$ cat src/pkg/jms_regs.svh
// register offsets, field positions, reset values and timing counts
`ifndef JMS_REGS_SVH
`define JMS_REGS_SVH

// ----------------------------------------------------------------------
// register byte offsets
// ----------------------------------------------------------------------
`define JMS_OFF_CTRL 12'h000
`define JMS_OFF_SETPOINT 12'h004
`define JMS_OFF_JOG_FREQ 12'h008
`define JMS_OFF_JOG_STOP 12'h00C
`define JMS_OFF_MAX_FREQ 12'h010
`define JMS_OFF_START_FREQ 12'h014
`define JMS_OFF_SETTLE 12'h018
`define JMS_OFF_STORE 12'h01C
`define JMS_OFF_STATUS 12'h020
`define JMS_OFF_MONITOR 12'h024
`define JMS_OFF_PRESET0 12'h040
`define JMS_OFF_PRESET15 12'h07C

// ----------------------------------------------------------------------
// fields and codes
// ----------------------------------------------------------------------
`define JMS_CTRL_BITMODE 0
`define JMS_STORE_KEY 0
`define JMS_JOG_CODE_RUN_OK 3'h3
`define JMS_JOG_CODE_MAX 3'h5

// ----------------------------------------------------------------------
// reset values (frequencies in 0.01 Hz)
// ----------------------------------------------------------------------
`define JMS_RST_JOG_FREQ 16'h0258
`define JMS_RST_JOG_STOP 3'h4
`define JMS_RST_MAX_FREQ 16'h1388
`define JMS_RST_START_FREQ 16'h0032
`define JMS_RST_SETTLE 8'h00
`define JMS_JOG_FREQ_LIMIT 16'h03E7
`define JMS_SETTLE_LIMIT 8'hC8

// ----------------------------------------------------------------------
// timing
// ----------------------------------------------------------------------
`define JMS_CLK_PERIOD_NS 20
`define JMS_SETTLE_UNIT_NS 10000000
`define JMS_SETTLE_UNIT_CYC (`JMS_SETTLE_UNIT_NS / `JMS_CLK_PERIOD_NS)

`endif

$ cat src/pkg/jms_pkg.sv
// types shared by the jog and multi-speed select block
package jms_pkg;

  typedef enum logic [2:0] {
    JMS_IDLE = 3'b001,
    JMS_RUN = 3'b010,
    JMS_JOG = 3'b100
  } jms_state_t;

  typedef enum logic [1:0] {
    JMS_FREE_RUN = 2'h0,
    JMS_DECEL = 2'h1,
    JMS_DC_BRAKE = 2'h2
  } jms_stop_t;

  typedef struct packed {
    logic [3:0] bin_speed_sel;
    logic [7:1] bitmode_speed_sel;
    logic jog_input;
    logic forward_run_input;
    logic reverse_run_input;
  } jms_term_t;

  typedef struct packed {
    logic run;
    logic reverse;
    logic jog_active;
    logic ramp_bypass;
    logic [1:0] stop_method;
  } jms_drive_t;

endpackage

$ cat src/rtl/jms_top.sv
// jog and multi-speed command selection with apb register file
// ----------------------------------------------------------------------
// Function
// - output frequency readable in monitor register
// - stopped, select preset, edit, store copies setpoint
// - preset changes only on store key or a write to its preset register
// - bit-mode select inputs choose active preset
// - output limited to maximum frequency
// - jog frequency used, range start to 9.99
// - jog frequency 6.00, stop code 04 at reset
// - jog frequency applied instantly, no ramp
// - stop codes 0-2 jog locked, 3-5 allowed
// - running with codes 0-2 ignores jog request
// - setpoint writes accepted during jog
// - jog on runs at jog frequency, off stops
// - no jog below start frequency or zero
// - binary mode four bits index presets 1-15, zero selects setpoint
// - bit mode lowest active input wins, none zero
// - select changes masked for settle time
// ----------------------------------------------------------------------
`timescale 1ns/1ns
`include "jms_regs.svh"

module jms_top #(
  parameter int FW = 16,
  parameter int NPRESET = 16,
  parameter int SETTLE_UNIT_CYC = `JMS_SETTLE_UNIT_CYC
) (
  input wire logic sys_clk_i,
  input wire logic reset_i,
  input wire logic psel_i,
  input wire logic penable_i,
  input wire logic pwrite_i,
  input wire logic [11:0] paddr_i,
  input wire logic [31:0] pwdata_i,
  output logic [31:0] prdata_o,
  output logic pready_o,
  output logic pslverr_o,
  input wire jms_pkg::jms_term_t term_i,
  output logic [FW-1:0] out_freq_o,
  output jms_pkg::jms_drive_t drive_o
);

  // ----------------------------------------------------------------------
  // apb decode
  // ----------------------------------------------------------------------
  logic acc;
  logic wr;
  logic is_preset;
  logic mapped;
  logic [3:0] pidx;
  assign acc = psel_i & penable_i;
  assign wr = acc & pwrite_i;
  assign is_preset = (paddr_i >= `JMS_OFF_PRESET0) && (paddr_i <= `JMS_OFF_PRESET15)
                     && (paddr_i[1:0] == 2'h0);
  assign pidx = paddr_i[5:2];
  assign mapped = is_preset || (paddr_i[1:0] == 2'h0 && paddr_i <= `JMS_OFF_MONITOR);
  assign pready_o = 1'b1;
  assign pslverr_o = acc & ~mapped;

  // ----------------------------------------------------------------------
  // configuration registers
  // ----------------------------------------------------------------------
  logic bitmode_q;
  logic [FW-1:0] setpoint_q;
  logic [FW-1:0] jog_freq_q;
  logic [2:0] jog_stop_q;
  logic [FW-1:0] max_freq_q;
  logic [FW-1:0] start_freq_q;
  logic [7:0] settle_q;
  logic store_key;
  logic running;
  logic [3:0] sel_q;
  logic [FW-1:0] preset_q [NPRESET];
  jms_pkg::jms_state_t state_q;

  assign running = (state_q != jms_pkg::JMS_IDLE);
  assign store_key = wr && paddr_i == `JMS_OFF_STORE && pwdata_i[`JMS_STORE_KEY];

  always_ff @(posedge sys_clk_i or posedge reset_i) begin
    if (reset_i) begin
      bitmode_q <= 1'b0;
      max_freq_q <= `JMS_RST_MAX_FREQ;
      start_freq_q <= `JMS_RST_START_FREQ;
      settle_q <= `JMS_RST_SETTLE;
    end else if (wr) begin
      case (paddr_i)
        `JMS_OFF_CTRL: begin
          bitmode_q <= pwdata_i[`JMS_CTRL_BITMODE];
        end
        `JMS_OFF_MAX_FREQ: begin
          max_freq_q <= pwdata_i[FW-1:0];
        end
        `JMS_OFF_START_FREQ: begin
          start_freq_q <= pwdata_i[FW-1:0];
        end
        `JMS_OFF_SETTLE: begin
          // longer settle times are clipped, not ignored
          settle_q <= (pwdata_i > 32'(`JMS_SETTLE_LIMIT)) ? `JMS_SETTLE_LIMIT : pwdata_i[7:0];
        end
        default: begin
        end
      endcase
    end
  end

  // setpoint is writable in every state, jog included
  always_ff @(posedge sys_clk_i or posedge reset_i) begin
    if (reset_i) begin
      setpoint_q <= '0;
    end else if (wr && paddr_i == `JMS_OFF_SETPOINT) begin
      setpoint_q <= pwdata_i[FW-1:0];
    end
  end

  always_ff @(posedge sys_clk_i or posedge reset_i) begin
    if (reset_i) begin
      jog_freq_q <= `JMS_RST_JOG_FREQ;
      jog_stop_q <= `JMS_RST_JOG_STOP;
    end else if (wr) begin
      if (paddr_i == `JMS_OFF_JOG_FREQ) begin
        // upper bound clipped here; lower bound checked at jog start
        jog_freq_q <= (pwdata_i > 32'(`JMS_JOG_FREQ_LIMIT)) ? `JMS_JOG_FREQ_LIMIT
                      : pwdata_i[FW-1:0];
      end
      // stop code is a stop-mode edit only; unknown codes are dropped
      if (paddr_i == `JMS_OFF_JOG_STOP && !running && pwdata_i[2:0] <= `JMS_JOG_CODE_MAX) begin
        jog_stop_q <= pwdata_i[2:0];
      end
    end
  end

  // ----------------------------------------------------------------------
  // preset table
  // ----------------------------------------------------------------------
  genvar gi;
  generate
    for (gi = 0; gi < NPRESET; gi++) begin : g_preset
      always_ff @(posedge sys_clk_i or posedge reset_i) begin
        if (reset_i) begin
          preset_q[gi] <= '0;
        end else if (store_key && !running && sel_q == 4'(gi)) begin
          preset_q[gi] <= setpoint_q;
        end else if (wr && is_preset && pidx == 4'(gi)) begin
          preset_q[gi] <= pwdata_i[FW-1:0];
        end
      end
    end
  endgenerate

  // ----------------------------------------------------------------------
  // speed select decode and settle mask
  // ----------------------------------------------------------------------
  logic [3:0] raw_idx;
  always_comb begin
    raw_idx = 4'h0;
    if (bitmode_q) begin
      for (int i = 7; i >= 1; i--) begin
        if (term_i.bitmode_speed_sel[i]) begin
          raw_idx = 4'(i);
        end
      end
    end else begin
      raw_idx = term_i.bin_speed_sel;
    end
  end

  logic [3:0] pend_q;
  logic [$clog2(SETTLE_UNIT_CYC+1)-1:0] tick_q;
  logic [7:0] units_q;
  logic changed;
  assign changed = (raw_idx != pend_q);

  // a new combination restarts the mask so switch bounce never selects
  always_ff @(posedge sys_clk_i or posedge reset_i) begin
    if (reset_i) begin
      pend_q <= 4'h0;
      tick_q <= '0;
      units_q <= 8'h00;
    end else if (changed) begin
      pend_q <= raw_idx;
      tick_q <= '0;
      units_q <= 8'h00;
    end else if (units_q < settle_q) begin
      if (tick_q == ($bits(tick_q))'(SETTLE_UNIT_CYC - 1)) begin
        tick_q <= '0;
        units_q <= units_q + 8'h01;
      end else begin
        tick_q <= tick_q + 1'b1;
      end
    end
  end

  always_ff @(posedge sys_clk_i or posedge reset_i) begin
    if (reset_i) begin
      sel_q <= 4'h0;
    end else if (!changed && units_q >= settle_q) begin
      sel_q <= pend_q;
    end
  end

  // ----------------------------------------------------------------------
  // run and jog sequencing
  // ----------------------------------------------------------------------
  logic run_req;
  logic jog_ok;
  logic jog_run_ok;
  logic [1:0] stop_of_code;
  jms_pkg::jms_stop_t stop_q;
  assign run_req = term_i.forward_run_input | term_i.reverse_run_input;
  assign jog_ok = (jog_freq_q != '0) && (jog_freq_q >= start_freq_q);
  assign jog_run_ok = (jog_stop_q >= `JMS_JOG_CODE_RUN_OK);
  assign stop_of_code = (jog_stop_q >= `JMS_JOG_CODE_RUN_OK)
                        ? 2'(jog_stop_q - `JMS_JOG_CODE_RUN_OK) : jog_stop_q[1:0];

  always_ff @(posedge sys_clk_i or posedge reset_i) begin
    if (reset_i) begin
      state_q <= jms_pkg::JMS_IDLE;
    end else begin
      case (state_q)
        jms_pkg::JMS_IDLE: begin
          if (run_req && term_i.jog_input && jog_ok) begin
            state_q <= jms_pkg::JMS_JOG;
          end else if (run_req && !term_i.jog_input) begin
            state_q <= jms_pkg::JMS_RUN;
          end
        end
        jms_pkg::JMS_RUN: begin
          if (!run_req) begin
            state_q <= jms_pkg::JMS_IDLE;
          end else if (term_i.jog_input && jog_ok && jog_run_ok) begin
            state_q <= jms_pkg::JMS_JOG;
          end
        end
        jms_pkg::JMS_JOG: begin
          if (!run_req || !term_i.jog_input) begin
            state_q <= jms_pkg::JMS_IDLE;
          end
        end
        default: begin
          state_q <= jms_pkg::JMS_IDLE;
        end
      endcase
    end
  end

  // stop method latched at jog release; ordinary run stop is decel
  always_ff @(posedge sys_clk_i or posedge reset_i) begin
    if (reset_i) begin
      stop_q <= jms_pkg::JMS_DECEL;
    end else if (state_q == jms_pkg::JMS_JOG && (!run_req || !term_i.jog_input)) begin
      stop_q <= jms_pkg::jms_stop_t'(stop_of_code);
    end else if (state_q == jms_pkg::JMS_RUN && !run_req) begin
      stop_q <= jms_pkg::JMS_DECEL;
    end
  end

  // ----------------------------------------------------------------------
  // output frequency
  // ----------------------------------------------------------------------
  logic [FW-1:0] target;
  logic [FW-1:0] out_q;
  logic rev_q;
  always_comb begin
    target = '0;
    case (state_q)
      jms_pkg::JMS_JOG: target = jog_freq_q;
      jms_pkg::JMS_RUN: target = (sel_q == 4'h0) ? setpoint_q : preset_q[sel_q];
      default: target = '0;
    endcase
  end

  // jog value goes out unramped; downstream ramp sees ramp_bypass
  always_ff @(posedge sys_clk_i or posedge reset_i) begin
    if (reset_i) begin
      out_q <= '0;
      rev_q <= 1'b0;
    end else begin
      out_q <= (target > max_freq_q) ? max_freq_q : target;
      if (run_req) begin
        rev_q <= term_i.reverse_run_input & ~term_i.forward_run_input;
      end
    end
  end

  assign out_freq_o = out_q;
  assign drive_o.run = (state_q != jms_pkg::JMS_IDLE);
  assign drive_o.reverse = rev_q;
  assign drive_o.jog_active = (state_q == jms_pkg::JMS_JOG);
  assign drive_o.ramp_bypass = (state_q == jms_pkg::JMS_JOG);
  assign drive_o.stop_method = stop_q;

  // ----------------------------------------------------------------------
  // read mux
  // ----------------------------------------------------------------------
  always_comb begin
    prdata_o = 32'h0000_0000;
    if (acc && !pwrite_i) begin
      if (is_preset) begin
        prdata_o[FW-1:0] = preset_q[pidx];
      end else begin
        case (paddr_i)
          `JMS_OFF_CTRL: prdata_o[0] = bitmode_q;
          `JMS_OFF_SETPOINT: prdata_o[FW-1:0] = setpoint_q;
          `JMS_OFF_JOG_FREQ: prdata_o[FW-1:0] = jog_freq_q;
          `JMS_OFF_JOG_STOP: prdata_o[2:0] = jog_stop_q;
          `JMS_OFF_MAX_FREQ: prdata_o[FW-1:0] = max_freq_q;
          `JMS_OFF_START_FREQ: prdata_o[FW-1:0] = start_freq_q;
          `JMS_OFF_SETTLE: prdata_o[7:0] = settle_q;
          `JMS_OFF_STATUS: prdata_o[10:0] = {sel_q, jog_ok, stop_q, rev_q, state_q};
          `JMS_OFF_MONITOR: prdata_o[FW-1:0] = out_q;
          default: prdata_o = 32'h0000_0000;
        endcase
      end
    end
  end
endmodule

$ cat config.mk
export PLATFORM = sky130hd
export DESIGN_NAME = jms_top
export DESIGN_NICKNAME = d
export VERILOG_FILES = /design/src/pkg/jms_pkg.sv /design/src/rtl/jms_top.sv
export VERILOG_INCLUDE_DIRS = /design/src /design/src/pkg
export SDC_FILE = /design/constraint.sdc
export NUM_CORES = 1
export LEC_CHECK = 0
export BUFFER_PORTS_ARGS = -buffer_cell sky130_fd_sc_hd__buf_2
export CORE_MARGIN = 2
export CORE_UTILIZATION = 40
export CTS_BUF_LIST = sky130_fd_sc_hd__clkbuf_8 sky130_fd_sc_hd__clkbuf_16
export CTS_CLUSTER_SIZE = 24
export DETAILED_ROUTE_END_ITERATION = 8
export HOLD_SLACK_MARGIN = 0.15
export MAX_ROUTING_LAYER = met4
export PLACE_DENSITY = 0.53
export SETUP_SLACK_MARGIN = 0.1
export SLEW_MARGIN = 20
export SYNTH_ARGS = -nofsm -noshare
export SYNTH_HDL_FRONTEND = slang
export SYNTH_SLANG_ARGS = --single-unit
$ cat constraint.sdc
create_clock -name sys_clk_i -period 34.1 [get_ports sys_clk_i]
set_input_delay 3.41 -clock sys_clk_i [delete_from_list [all_inputs] [get_ports sys_clk_i]]
set_output_delay 3.41 -clock sys_clk_i [all_outputs]
set_load 0.01 [all_outputs]
==> results of run 1 <==
## worst max-delay path: cells and delay by family
kind,cells,cell delay (ns)
buffers and inverters,4,1.70
muxes,2,1.12
AOI/OAI and AO/OA,2,0.28
## flip-flops by register name, indices dropped and copies added (netlist names)
| register | count |
|---|---|
| setpoint_q | 16 |
| preset_q | 256 |
| rev_q | 1 |
| jog_freq_q | 16 |
| max_freq_q | 16 |
| start_freq_q | 16 |
| pend_q | 4 |
| tick_q | 19 |
| bitmode_q | 1 |
| state_q | 3 |
| units_q | 8 |
| sel_q | 4 |
| stop_q | 2 |
| settle_q | 8 |
| out_freq_o | 16 |
| jog_stop_q | 3 |
## report_power, final
part	internal, mW	switching (mW)	total (mW)
Combinational	0.0226	0.0558	0.0784
Sequential	0.467	0.00489	0.472
Clock	0.305	0.213	0.519
## final cells by class
class | instances | area, um^2 | share of cell area, %
clock buffer | 60 | 1380 | 5.40
clock inverter | 23 | 189 | 0.741
inverter | 62 | 240 | 0.942
multi-input combinational | 1683 | 12100 | 47.6
sequential | 389 | 9760 | 38.3
tap | 765 | 957 | 3.75
timing repair buffer | 143 | 846 | 3.32
## per-layer routing
layer	vias up	GRT usage, %	wire length (um)
met5	-	-	0
met4	0	16.1	5400
met3	268	6.53	9290
met2	1273	48.1	42300
met1	10300	41.5	36600
li1	8506	-	-
## cells by family after synthesis
family / Yosys count / synth area share [%]
other: 2 / 0.0325
multiplexers: 235 / 18.3
XOR/XNOR: 16 / 0.640
adder cells (fa/ha/maj): 43 / 2.33
buffers and inverters: 283 / 5.53
flip-flops: 389 / 42.2
AND/OR/NAND/NOR: 876 / 17.0
AO/OA/AOI/OAI: 496 / 13.9
## cell usage in the layout, fill, tap and decap left out, types with 43 or more instances in the layout
cell | synthesis | layout
nand2_1 | 116 | 116
ha_1 | 43 | 43
a21oi_1 | 47 | 47
buf_2 | 22 | 99
o21ai_0 | 57 | 57
clkbuf_16 | 0 | 49
buf_4 | 28 | 43
dfrtp_1 | 374 | 371
mux4_2 | 144 | 144
o22ai_1 | 246 | 246
inv_1 | 60 | 69
nor2_1 | 570 | 570
mux2_2 | 53 | 53
## final timing paths
path / from / end / slack, ns / cells after the start
min reg2reg: preset_q[255] / preset_q[255] / 0.49 / 2
max in group asynchronous: reset_i / setpoint_q[13] / 29.22 / 4
min in group asynchronous: reset_i / preset_q[4] / 2.86 / 2
max reg2reg: sel_q[0] / out_freq_o[10] / 27.45 / 16
max: paddr_i[2] / prdata_o[6] / 24.07 / 8
min: preset_q[255] / preset_q[255] / 0.49 / 2
==> metrics, run 1 <==
vias in the first global route=19.6k; Seq cells post-synth=389; synth unique cells=82; Final Hold Vio Count=0; core area=57400 um^2; highest ir drop seen on vdd=0.0425 mV; dpl cell area=23900 um^2; DRC=0; Slowest cell on crit path=buf_4; PortBufs=101; Final Setup Violations=0; first-pass GRT wire length=135 mm; Clock Tree Root=clkbuf_16; final WL=93.6 mm; relative slew slack=22.0%; unrepaired setup endpoints after global routing=false; Startpoint Class=input port; Hold Buf Count CTS=0; Max Transition Viols Final=0; count leader, synth=nor2_1; post_cts resized=0; status=complete, no violations; largest area contributor in the netlist=dfrtp_1; Area Growth Syn to Fin=10.5%; total power=1.07 mW; # Post-CTS Setup Buffers=0; antenna cell count=0; Final nets=2431; DPL Wire Length=59.3 mm; Rows=88; CP most frequent cell=buf_4; CP Max Fanout=53; detailed router's first-iteration violation count=2514; worst-path cell chain=buf_4 -> buf_4 -> buf_4 -> mux4_2 -> mux4_2 -> o21bai_1 -> a31oi_1 -> buf_2; fin area=25500 um^2; worst path required time=30.69 ns; vias=20.3k; share of layout cells above drive strength 1=20.5%; H-tree depth=2; Peak Freq=99.7 MHz; Seq/Total Area, Yosys=42.2%; CTS buffer count=46; Mapped Cells=2340; final period utilization=29.4%; number of antenna violations at the first check in global routing=0; Total GRT Usage=32.1%; filler cell count=5510; Placement Setup Slack=24.03 ns; largest net degree at the start of global routing=76; clk buf depth=3; WL per Instance=30.0 um; dpl cells=3041; total grt overflow=0; power per cell area=41.9 nW/um^2; worst hold margin=0.491 ns; fraction of synthesis flops using an asynchronous set or reset pin=100%; die boundary width=244 um; initial core utilization=40.2%; DR pass1 iterations=5; clk slew on worst S/H paths=0.06 ns; Synth area leaders=dfrtp_1 41%, mux4_2 14%, nor2_1 9.3%, o22ai_1 6.7%, mux2_2 2.6%; Ys Warns=0; Crit. End Element=primary output; Max-Cap Viols=0; most frequent cells after synthesis=570 x nor2_1, 374 x dfrtp_1, 246 x o22ai_1; cell area after synthesis=23100 um^2; Synth top area share=40.5%; Fin Clk Skew=0.0222 ns; IO Pins=119; Core Util, Final=44.5%; Leak=11.0 nW; die area=59700 um^2; crit path DAT=6.62 ns; Primary FF master, synth=dfrtp_1; Period minus WS final=10.03 ns; number of vias per cell=6.51; non-filler cells, final=3125; Avg Cell Area, Syn=9.87 um^2; DIE HEIGHT=244 um; GPL Wtd Cong=0.955; EDFF count, synth=0; max incr delay on CP=0.76 ns; CTS tree=yes; Hold WC Path Type=reg2reg; CTS sink cnt=389; final worst slack=24.07 ns; worst slew pin tran=1.17 ns; clk_lat worst skew=0.61 ns; crit path kind=in2out; Final ANT Viol Nets=0; Final TNS setup=0 ns
Power figures use the tool's default switching activity.
==> run 2: changes to the inputs <==
--- a/config.mk
+++ b/config.mk
@@ -14,7 +14,7 @@
 export DETAILED_ROUTE_END_ITERATION = 8
 export HOLD_SLACK_MARGIN = 0.15
 export MAX_ROUTING_LAYER = met4
-export PLACE_DENSITY = 0.53
+export PLACE_DENSITY = 0.55
 export SETUP_SLACK_MARGIN = 0.1
 export SLEW_MARGIN = 20
 export SYNTH_ARGS = -nofsm -noshare
==> constraint.sdc (replaced) <==
create_clock -name sys_clk_i -period 8.2 [get_ports sys_clk_i]
set_input_delay 0.82 -clock sys_clk_i [delete_from_list [all_inputs] [get_ports sys_clk_i]]
set_output_delay 0.82 -clock sys_clk_i [all_outputs]
set_load 0.01 [all_outputs]
==> metrics, run 2 (same netlist as run 1, synthesis figures left out) <==
status=complete, no violations (unchanged); post_cts resized=0 (unchanged); Peak Freq=177 MHz; Fin Clk Skew=0.0298 ns (was 0.0222 ns); NetSw=1.13 mW (was 274 uW); relative slew slack=17.1% (was 22.0%); total grt overflow=0 (unchanged); Hold Buf Count CTS=0 (unchanged); clk slew on worst S/H paths=0.06 ns (about the same); Hold WC Path Type=in2reg (was reg2reg); initial core utilization=40.2% (unchanged); Rows=88 (unchanged); commonest non-fill, non-tap cells in the layout=570 x nor2_1, 371 x dfrtp_1, 246 x o22ai_1, 144 x mux4_2, 116 x nand2_1 (unchanged); CP Max Fanout=44 (was 53); Pint=3.35 mW (was 795 uW); Final ANT Viol Nets=0 (unchanged); final period utilization=69.0%; vias=20.3k (about the same); PortBufs=101 (unchanged); Final nets=2439 (was 2431); # Post-CTS Setup Buffers=0 (unchanged); DIE HEIGHT=244 um (unchanged); unrepaired setup endpoints after global routing=false (unchanged); Largest register FFs=256 (unchanged); CTS sink cnt=389 (unchanged); DPL Wire Length=59.9 mm (was 59.3 mm); Period minus WS final=5.66 ns; Leak=11.1 nW (was 11.0 nW); power per cell area=175 nW/um^2 (was 41.9 nW/um^2); Core Util, Final=44.6% (was 44.5%); proportion of power drawn by the clock network=48.8% (was 48.5%); detailed router's first-iteration violation count=2418 (was 2514); final WL=93.1 mm (was 93.6 mm); vias in the first global route=19.8k (was 19.6k); Final TNS setup=0 ns (unchanged); Final Hold Vio Count=0 (unchanged); clk buf depth=3 (unchanged); Clock Tree Root=clkbuf_16 (unchanged); Max Transition Viols Final=0 (unchanged); largest net degree at the start of global routing=150 (was 76); CTS buffer count=45 (was 46); clk_lat worst skew=0.60 ns (was 0.61 ns); Sw Share=25.2% (was 25.6%); Top Registers=preset_q x256, tick_q x19 (unchanged); H-tree depth=2 (unchanged); IO Pins=119 (unchanged); DR pass1 iterations=6 (was 5); Register Area=9760 um^2 (unchanged); area occupied by multi-input gates=12100 um^2 (about the same); number of vias per cell=6.47 (was 6.51); die boundary width=244 um (unchanged); Total GRT Usage=31.9% (was 32.1%); Largest Register=preset_q (unchanged); Crit. End Element=flip-flop (was primary output); CTS tree=yes (unchanged); Startpoint Class=flip-flop (was input port); core area=57400 um^2 (unchanged); commonest non-fill, non-tap cell in the layout=nor2_1 (unchanged); Area Growth Syn to Fin=10.9% (was 10.5%); die area=59700 um^2 (unchanged); share of power burned in registers=43.9% (was 44.1%); Final Setup Violations=0 (unchanged); share of layout cells above drive strength 1=20.9% (was 20.5%); number of antenna violations at the first check in global routing=2 (was 0); highest ir drop seen on vdd=0.127 mV (was 0.0425 mV); filler cell count=5495 (was 5510); Max-Cap Viols=0 (unchanged); WL per Instance=29.7 um (was 30.0 um); worst path required time=8.68 ns (was 30.69 ns); crit path DAT=6.14 ns (was 6.62 ns); crit path kind=reg2reg (was in2out); worst slew pin tran=1.24 ns (was 1.17 ns); first-pass GRT wire length=135 mm (about the same); combinational power share=7.3% (about the same); DRC=0 (unchanged); GPL Wtd Cong=0.926 (was 0.955)
-- run 2: per-stage QoR --
stage	instances	hold WS (ns)	cell area [um^2]	total power, mW	setup WS, ns
floorplan	2355	0.450	23100	2.21	2.16
global placement	3051	0.470	24000	2.32	2.55
detailed placement	3051	0.486	24000	2.32	2.55
CTS	3134	0.398	25600	4.50	2.55
global route	3136	0.429	25600	4.61	2.25
finish	3137	0.420	25600	4.48	2.54
-- run 2: per-layer routing --
layer / part of all wire, % / vias up / GRT usage [%]
met3: 9.1 / 293 / 5.96
met5: 0 / - / -
li1: - / 8509 / -
met4: 5.3 / 0 / 15.5
met2: 47 / 1200 / 49.2
met1: 39 / 10300 / 40.4
-- run 2: worst paths after layout --
check	from	endpoint	slack, ns	cells after the start
max	sel_q[0]	out_freq_o[12]	2.54	13
min	term_i[1]	rev_q	0.42	2
max reg2reg	sel_q[0]	out_freq_o[12]	2.54	13
min reg2reg	start_freq_q[4]	start_freq_q[4]	0.50	2
max in group asynchronous	reset_i	sel_q[1]	6.03	4
min in group asynchronous	reset_i	preset_q[183]	0.46	3
-- run 2: power groups by stage --
stage | clock network (mW) | registers, mW | logic (mW)
floorplan | 0 | 1.99 | 0.216
global placement | 0 | 2.00 | 0.320
detailed placement | 0 | 2.00 | 0.323
CTS | 2.21 | 1.96 | 0.324
global route | 2.30 | 1.96 | 0.350
finish | 2.19 | 1.96 | 0.327
-- run 2: worst max-delay path: stages (launching register included) --
cell and delay, ns:
dfrtp_4 1.05, buf_4 0.62, mux4_2 0.58, mux2i_1 0.13
nor2_1 0.05, a221oi_1 0.27, o21ai_1 0.20, ha_1 0.38
nand4_1 0.14, nor3_1 0.36, o211ai_1 0.14, a22oi_1 0.88
buf_4 0.34, mux2_2 0.35
-- run 2: final cells by class --
class | instances | area share (%)
multi-input combinational | 1683 | 47.4
sequential | 389 | 38.1
clock buffer | 60 | 5.29
tap | 765 | 3.74
timing repair buffer | 152 | 3.54
clock inverter | 23 | 0.958
inverter | 62 | 0.924
antenna | 3 | 0.0293
==> run 3: changes to the inputs <==
--- a/config.mk
+++ b/config.mk
@@ -6,6 +6,7 @@
 export SDC_FILE = /design/constraint.sdc
 export NUM_CORES = 1
 export LEC_CHECK = 0
+export ABC_AREA = 1
 export BUFFER_PORTS_ARGS = -buffer_cell sky130_fd_sc_hd__buf_2
 export CORE_MARGIN = 2
 export CORE_UTILIZATION = 40
==> constraint.sdc (replaced) <==
create_clock -name sys_clk_i -period 4.7 [get_ports sys_clk_i]
set_input_delay 0.47 -clock sys_clk_i [delete_from_list [all_inputs] [get_ports sys_clk_i]]
set_output_delay 0.47 -clock sys_clk_i [all_outputs]
set_load 0.01 [all_outputs]
==> metrics, run 3 <==
Period minus WS final=3.92 ns (was 5.66 ns); Total GRT Usage=34.4% (was 31.9%); filler cell count=5715 (was 5495); CTS buffer count=48 (was 45); RR Startpoint=sel_q[0] (unchanged); CP most frequent cell=nand2_1 (was buf_4); clk slew on worst S/H paths=0.06 ns (about the same); Startpoint Class=flip-flop (unchanged); area occupied by multi-input gates=11200 um^2 (was 12100 um^2); clk_lat worst skew=0.61 ns (was 0.60 ns); vias in the first global route=23.1k (was 19.8k); Hold WC Path Type=in2reg (unchanged); worst slew pin tran=1.12 ns (was 1.24 ns); max incr delay on CP=0.50 ns (was 1.05 ns); WL per Instance=26.4 um (was 29.7 um); Largest Register=preset_q (unchanged); WP buf/inv=4 (was 2); Max Transition Viols Final=0 (unchanged); IO Pins=119 (unchanged); dpl cells=3744 (was 3051); worst setup path start=sel_q[0] (unchanged); Largest register FFs=256 (unchanged); Area Growth Syn to Fin=11.6% (was 10.9%); commonest non-fill, non-tap cells in the layout=504 x nand2_1, 425 x o22ai_1, 410 x nor2_1, 374 x dfrtp_1, 297 x inv_1 (was 570 x nor2_1, 371 x dfrtp_1, 246 x o22ai_1, 144 x mux4_2, 116 x nand2_1); DR pass1 iterations=8 (was 6); Peak Freq=255 MHz (was 177 MHz); GPL Wtd Cong=1.02 (was 0.926); Seq cells post-synth=389 (unchanged); worst reg2reg setup slack=0.78 ns (was 2.54 ns); cell area after synthesis=23000 um^2 (was 23100 um^2); initial core utilization=40.6% (was 40.2%); Synth area leaders=dfrtp_1 41%, o22ai_1 12%, nand2_1 8.3%, nor2_1 6.8%, inv_1 4.6% (was dfrtp_1 41%, mux4_2 14%, nor2_1 9.3%, o22ai_1 6.7%, mux2_2 2.6%); highest ir drop seen on vdd=0.310 mV (was 0.127 mV); Clock Tree Root=clkbuf_16 (unchanged); die boundary width=244 um (about the same); Core Util, Final=45.3% (was 44.6%); die area=59400 um^2 (was 59700 um^2); largest net degree at the start of global routing=156 (was 150); final WL=101 mm (was 93.1 mm); Seq/Total Area, Yosys=42.4% (was 42.2%); Hold Startpoint=term_i[3] (was term_i[1]); non-filler cells, final=3838 (was 3137); unrepaired setup endpoints after global routing=false (unchanged); CTS tree=yes (unchanged); Register Area=9750 um^2 (was 9760 um^2); PortBufs=101 (unchanged); Mapped Cells=3041 (was 2340); Final ANT Viol Nets=0 (unchanged); CTS sink cnt=389 (unchanged); worst-path cell chain=inv_1 -> nor2_4 -> buf_4 -> a22oi_1 -> nand2_1 -> nand2_1 -> nand3_1 -> nor2_1 -> o21ai_0 -> ha_1 -> nand2_1 -> inv_1 -> nand3_1 -> nor3_1 -> nand3_1 -> buf_4 -> nand2_1 -> nand2_1 -> nand2_1 (was buf_4 -> mux4_2 -> mux2i_1 -> nor2_1 -> a221oi_1 -> o21ai_1 -> ha_1 -> nand4_1 -> nor3_1 -> o211ai_1 -> a22oi_1 -> buf_4 -> mux2_2); Max-Cap Viols=0 (unchanged); total grt overflow=0 (unchanged); DIE HEIGHT=244 um (about the same); Rows=87 (was 88); Synth top area share=40.7% (was 40.5%); R2R Path End=out_freq_o[8] (was out_freq_o[12]); worst path required time=5.25 ns (was 8.68 ns); DPL Wire Length=69.3 mm (was 59.9 mm); clk buf depth=3 (unchanged); fraction of synthesis flops using an asynchronous set or reset pin=100% (unchanged); Final Setup Violations=0 (unchanged); delay-heaviest family, CP=simple AND/OR/NAND/NOR gates (was compound AO/OA/AOI/OAI gates); final period utilization=83.5% (was 69.0%); Primary FF master, synth=dfrtp_1 (unchanged); Final Hold Vio Count=0 (unchanged); DRC=0 (unchanged); count leader, synth=nand2_1 (was nor2_1); number of antenna violations at the first check in global routing=4 (was 2); vias=24.2k (was 20.3k); crit path kind=reg2reg (unchanged); power per cell area=315 nW/um^2 (was 175 nW/um^2); Ys Warns=0 (unchanged); commonest non-fill, non-tap cell in the layout=nand2_1 (was nor2_1); reg2reg path depth=19 (was 13); synth unique cells=49 (was 82); Crit. End Element=flip-flop (unchanged); relative slew slack=25.3% (was 17.1%); share of layout cells above drive strength 1=10.2% (was 20.9%); dpl cell area=24100 um^2 (was 24000 um^2); Avg Cell Area, Syn=7.56 um^2 (was 9.87 um^2); fin area=25600 um^2 (about the same); Fin Clk Skew=0.0237 ns (was 0.0298 ns); status=complete, no violations (unchanged); critical path depth=19 (was 13); first-pass GRT wire length=150 mm (was 135 mm); EDFF count, synth=0 (unchanged); core area=56600 um^2 (was 57400 um^2); number of vias per cell=6.29 (was 6.47); largest area contributor in the netlist=dfrtp_1 (unchanged); CP Max Fanout=25 (was 44); Slowest cell on crit path=nand2_1 (was dfrtp_4); Leak=12.2 nW (was 11.1 nW); H-tree depth=2 (unchanged); CP endpoint=out_freq_o[8] (was out_freq_o[12]); Top Registers=preset_q x256, tick_q x19 (unchanged); most frequent cells after synthesis=508 x nand2_1, 425 x o22ai_1, 415 x nor2_1 (was 570 x nor2_1, 374 x dfrtp_1, 246 x o22ai_1); crit path DAT=4.47 ns (was 6.14 ns); detailed router's first-iteration violation count=3085 (was 2418); Final nets=3150 (was 2439)
## run 3: cell count changes in the layout (fill, tap and decap cells not counted), sizes merged, moves of 17 or more
cell,delta
mux4,-144
nor2,-145
nand3,+113
a22oi,+31
mux2i,-38
inv,+244
nor2b,-17
o2111ai,+22
o22ai,+179
nand2,+373
mux2,-53
a221oi,-26
o21ai,+125
a21oi,+79
## run 3: cell families (layout without fill, tap and decap cells)
group / Yosys count / after routing / synth area share, %
and+or+nand+nor: 1158 / 1158 / 20.9
AOI/OAI and AO/OA: 898 / 898 / 24.2
buffers and inverters: 533 / 553 / 9.34
DFF: 389 / 389 / 42.4
adders and majority gates: 43 / 43 / 2.34
xor gates and xnor gates: 18 / 18 / 0.686
other: 2 / 23 / 0.0327
## run 3: timing repair
item | 4_1_cts | 5_1_grt
endpoints found under the hold margin | 28 | 0
setup buffers | 0 | 0
gates resized for setup | 0 | 0
hold buffers | 6 | 0
## run 3: worst min-delay path by stage
stage | endpoint | slack (ns) | depth (start not counted)
final | pend_q[1] | 0.19 | 4
after global routing | pend_q[1] | 0.21 | 4
after CTS | pend_q[1] | 0.17 | 4
after detailed placement | start_freq_q[9] | 0.48 | 2
after global placement | start_freq_q[2] | 0.47 | 2
after floorplan | start_freq_q[10] | 0.45 | 2
## run 3: final cells by class
class / count / area share, %
Antenna cell: 6 / 0.0586
Clock buffer: 56 / 5.16
Clock inverter: 26 / 0.668
Inverter: 298 / 4.38
Multi-Input combinational cell: 2134 / 43.7
Sequential cell: 389 / 38.0
Tap cell: 756 / 3.69
Timing Repair Buffer: 173 / 4.33
## run 3: worst reg2reg max path, stage by stage (launching register included)
cell	delay [ns]
dfrtp_1	0.49
inv_1	0.17
nor2_4	0.15
buf_4	0.38
a22oi_1	0.21
nand2_1	0.12
nand2_1	0.06
nand3_1	0.11
nor2_1	0.07
o21ai_0	0.33
ha_1	0.19
nand2_1	0.06
inv_1	0.05
nand3_1	0.10
nor3_1	0.32
nand3_1	0.11
buf_4	0.23
nand2_1	0.50
nand2_1	0.12
nand2_1	0.09
## run 3: metal layers
metal,track usage (%),routed length (um),up-vias
met5,-,0,-
met4,15.2,5010,0
met3,6.60,10800,318
met2,51.4,44600,1525
met1,45.4,40800,11800
li1,-,-,10500
## run 3: report_power, final
group / total [mW] / leakage (nW) / switching, mW / internal, mW
logic: 0.977 / 6.57 / 0.744 / 0.233
clock network: 3.64 / 0.788 / 1.55 / 2.09
registers: 3.45 / 4.82 / 0.0473 / 3.41
total: 8.07 / 12.2 / 2.34 / 5.73
## run 3: per-stage QoR
stage                     total power [mW]  hold slack [ns]  setup TNS (ns)  setup slack [ns]
after floorplan                       4.07            0.453         -370.13            -0.990
after global placement                4.46            0.468               0             0.862
after detailed placement              4.45            0.482               0             0.898
after CTS                             8.06            0.171               0             0.872
after global routing                  8.29            0.207               0             0.531
final                                 8.07            0.186               0             0.775
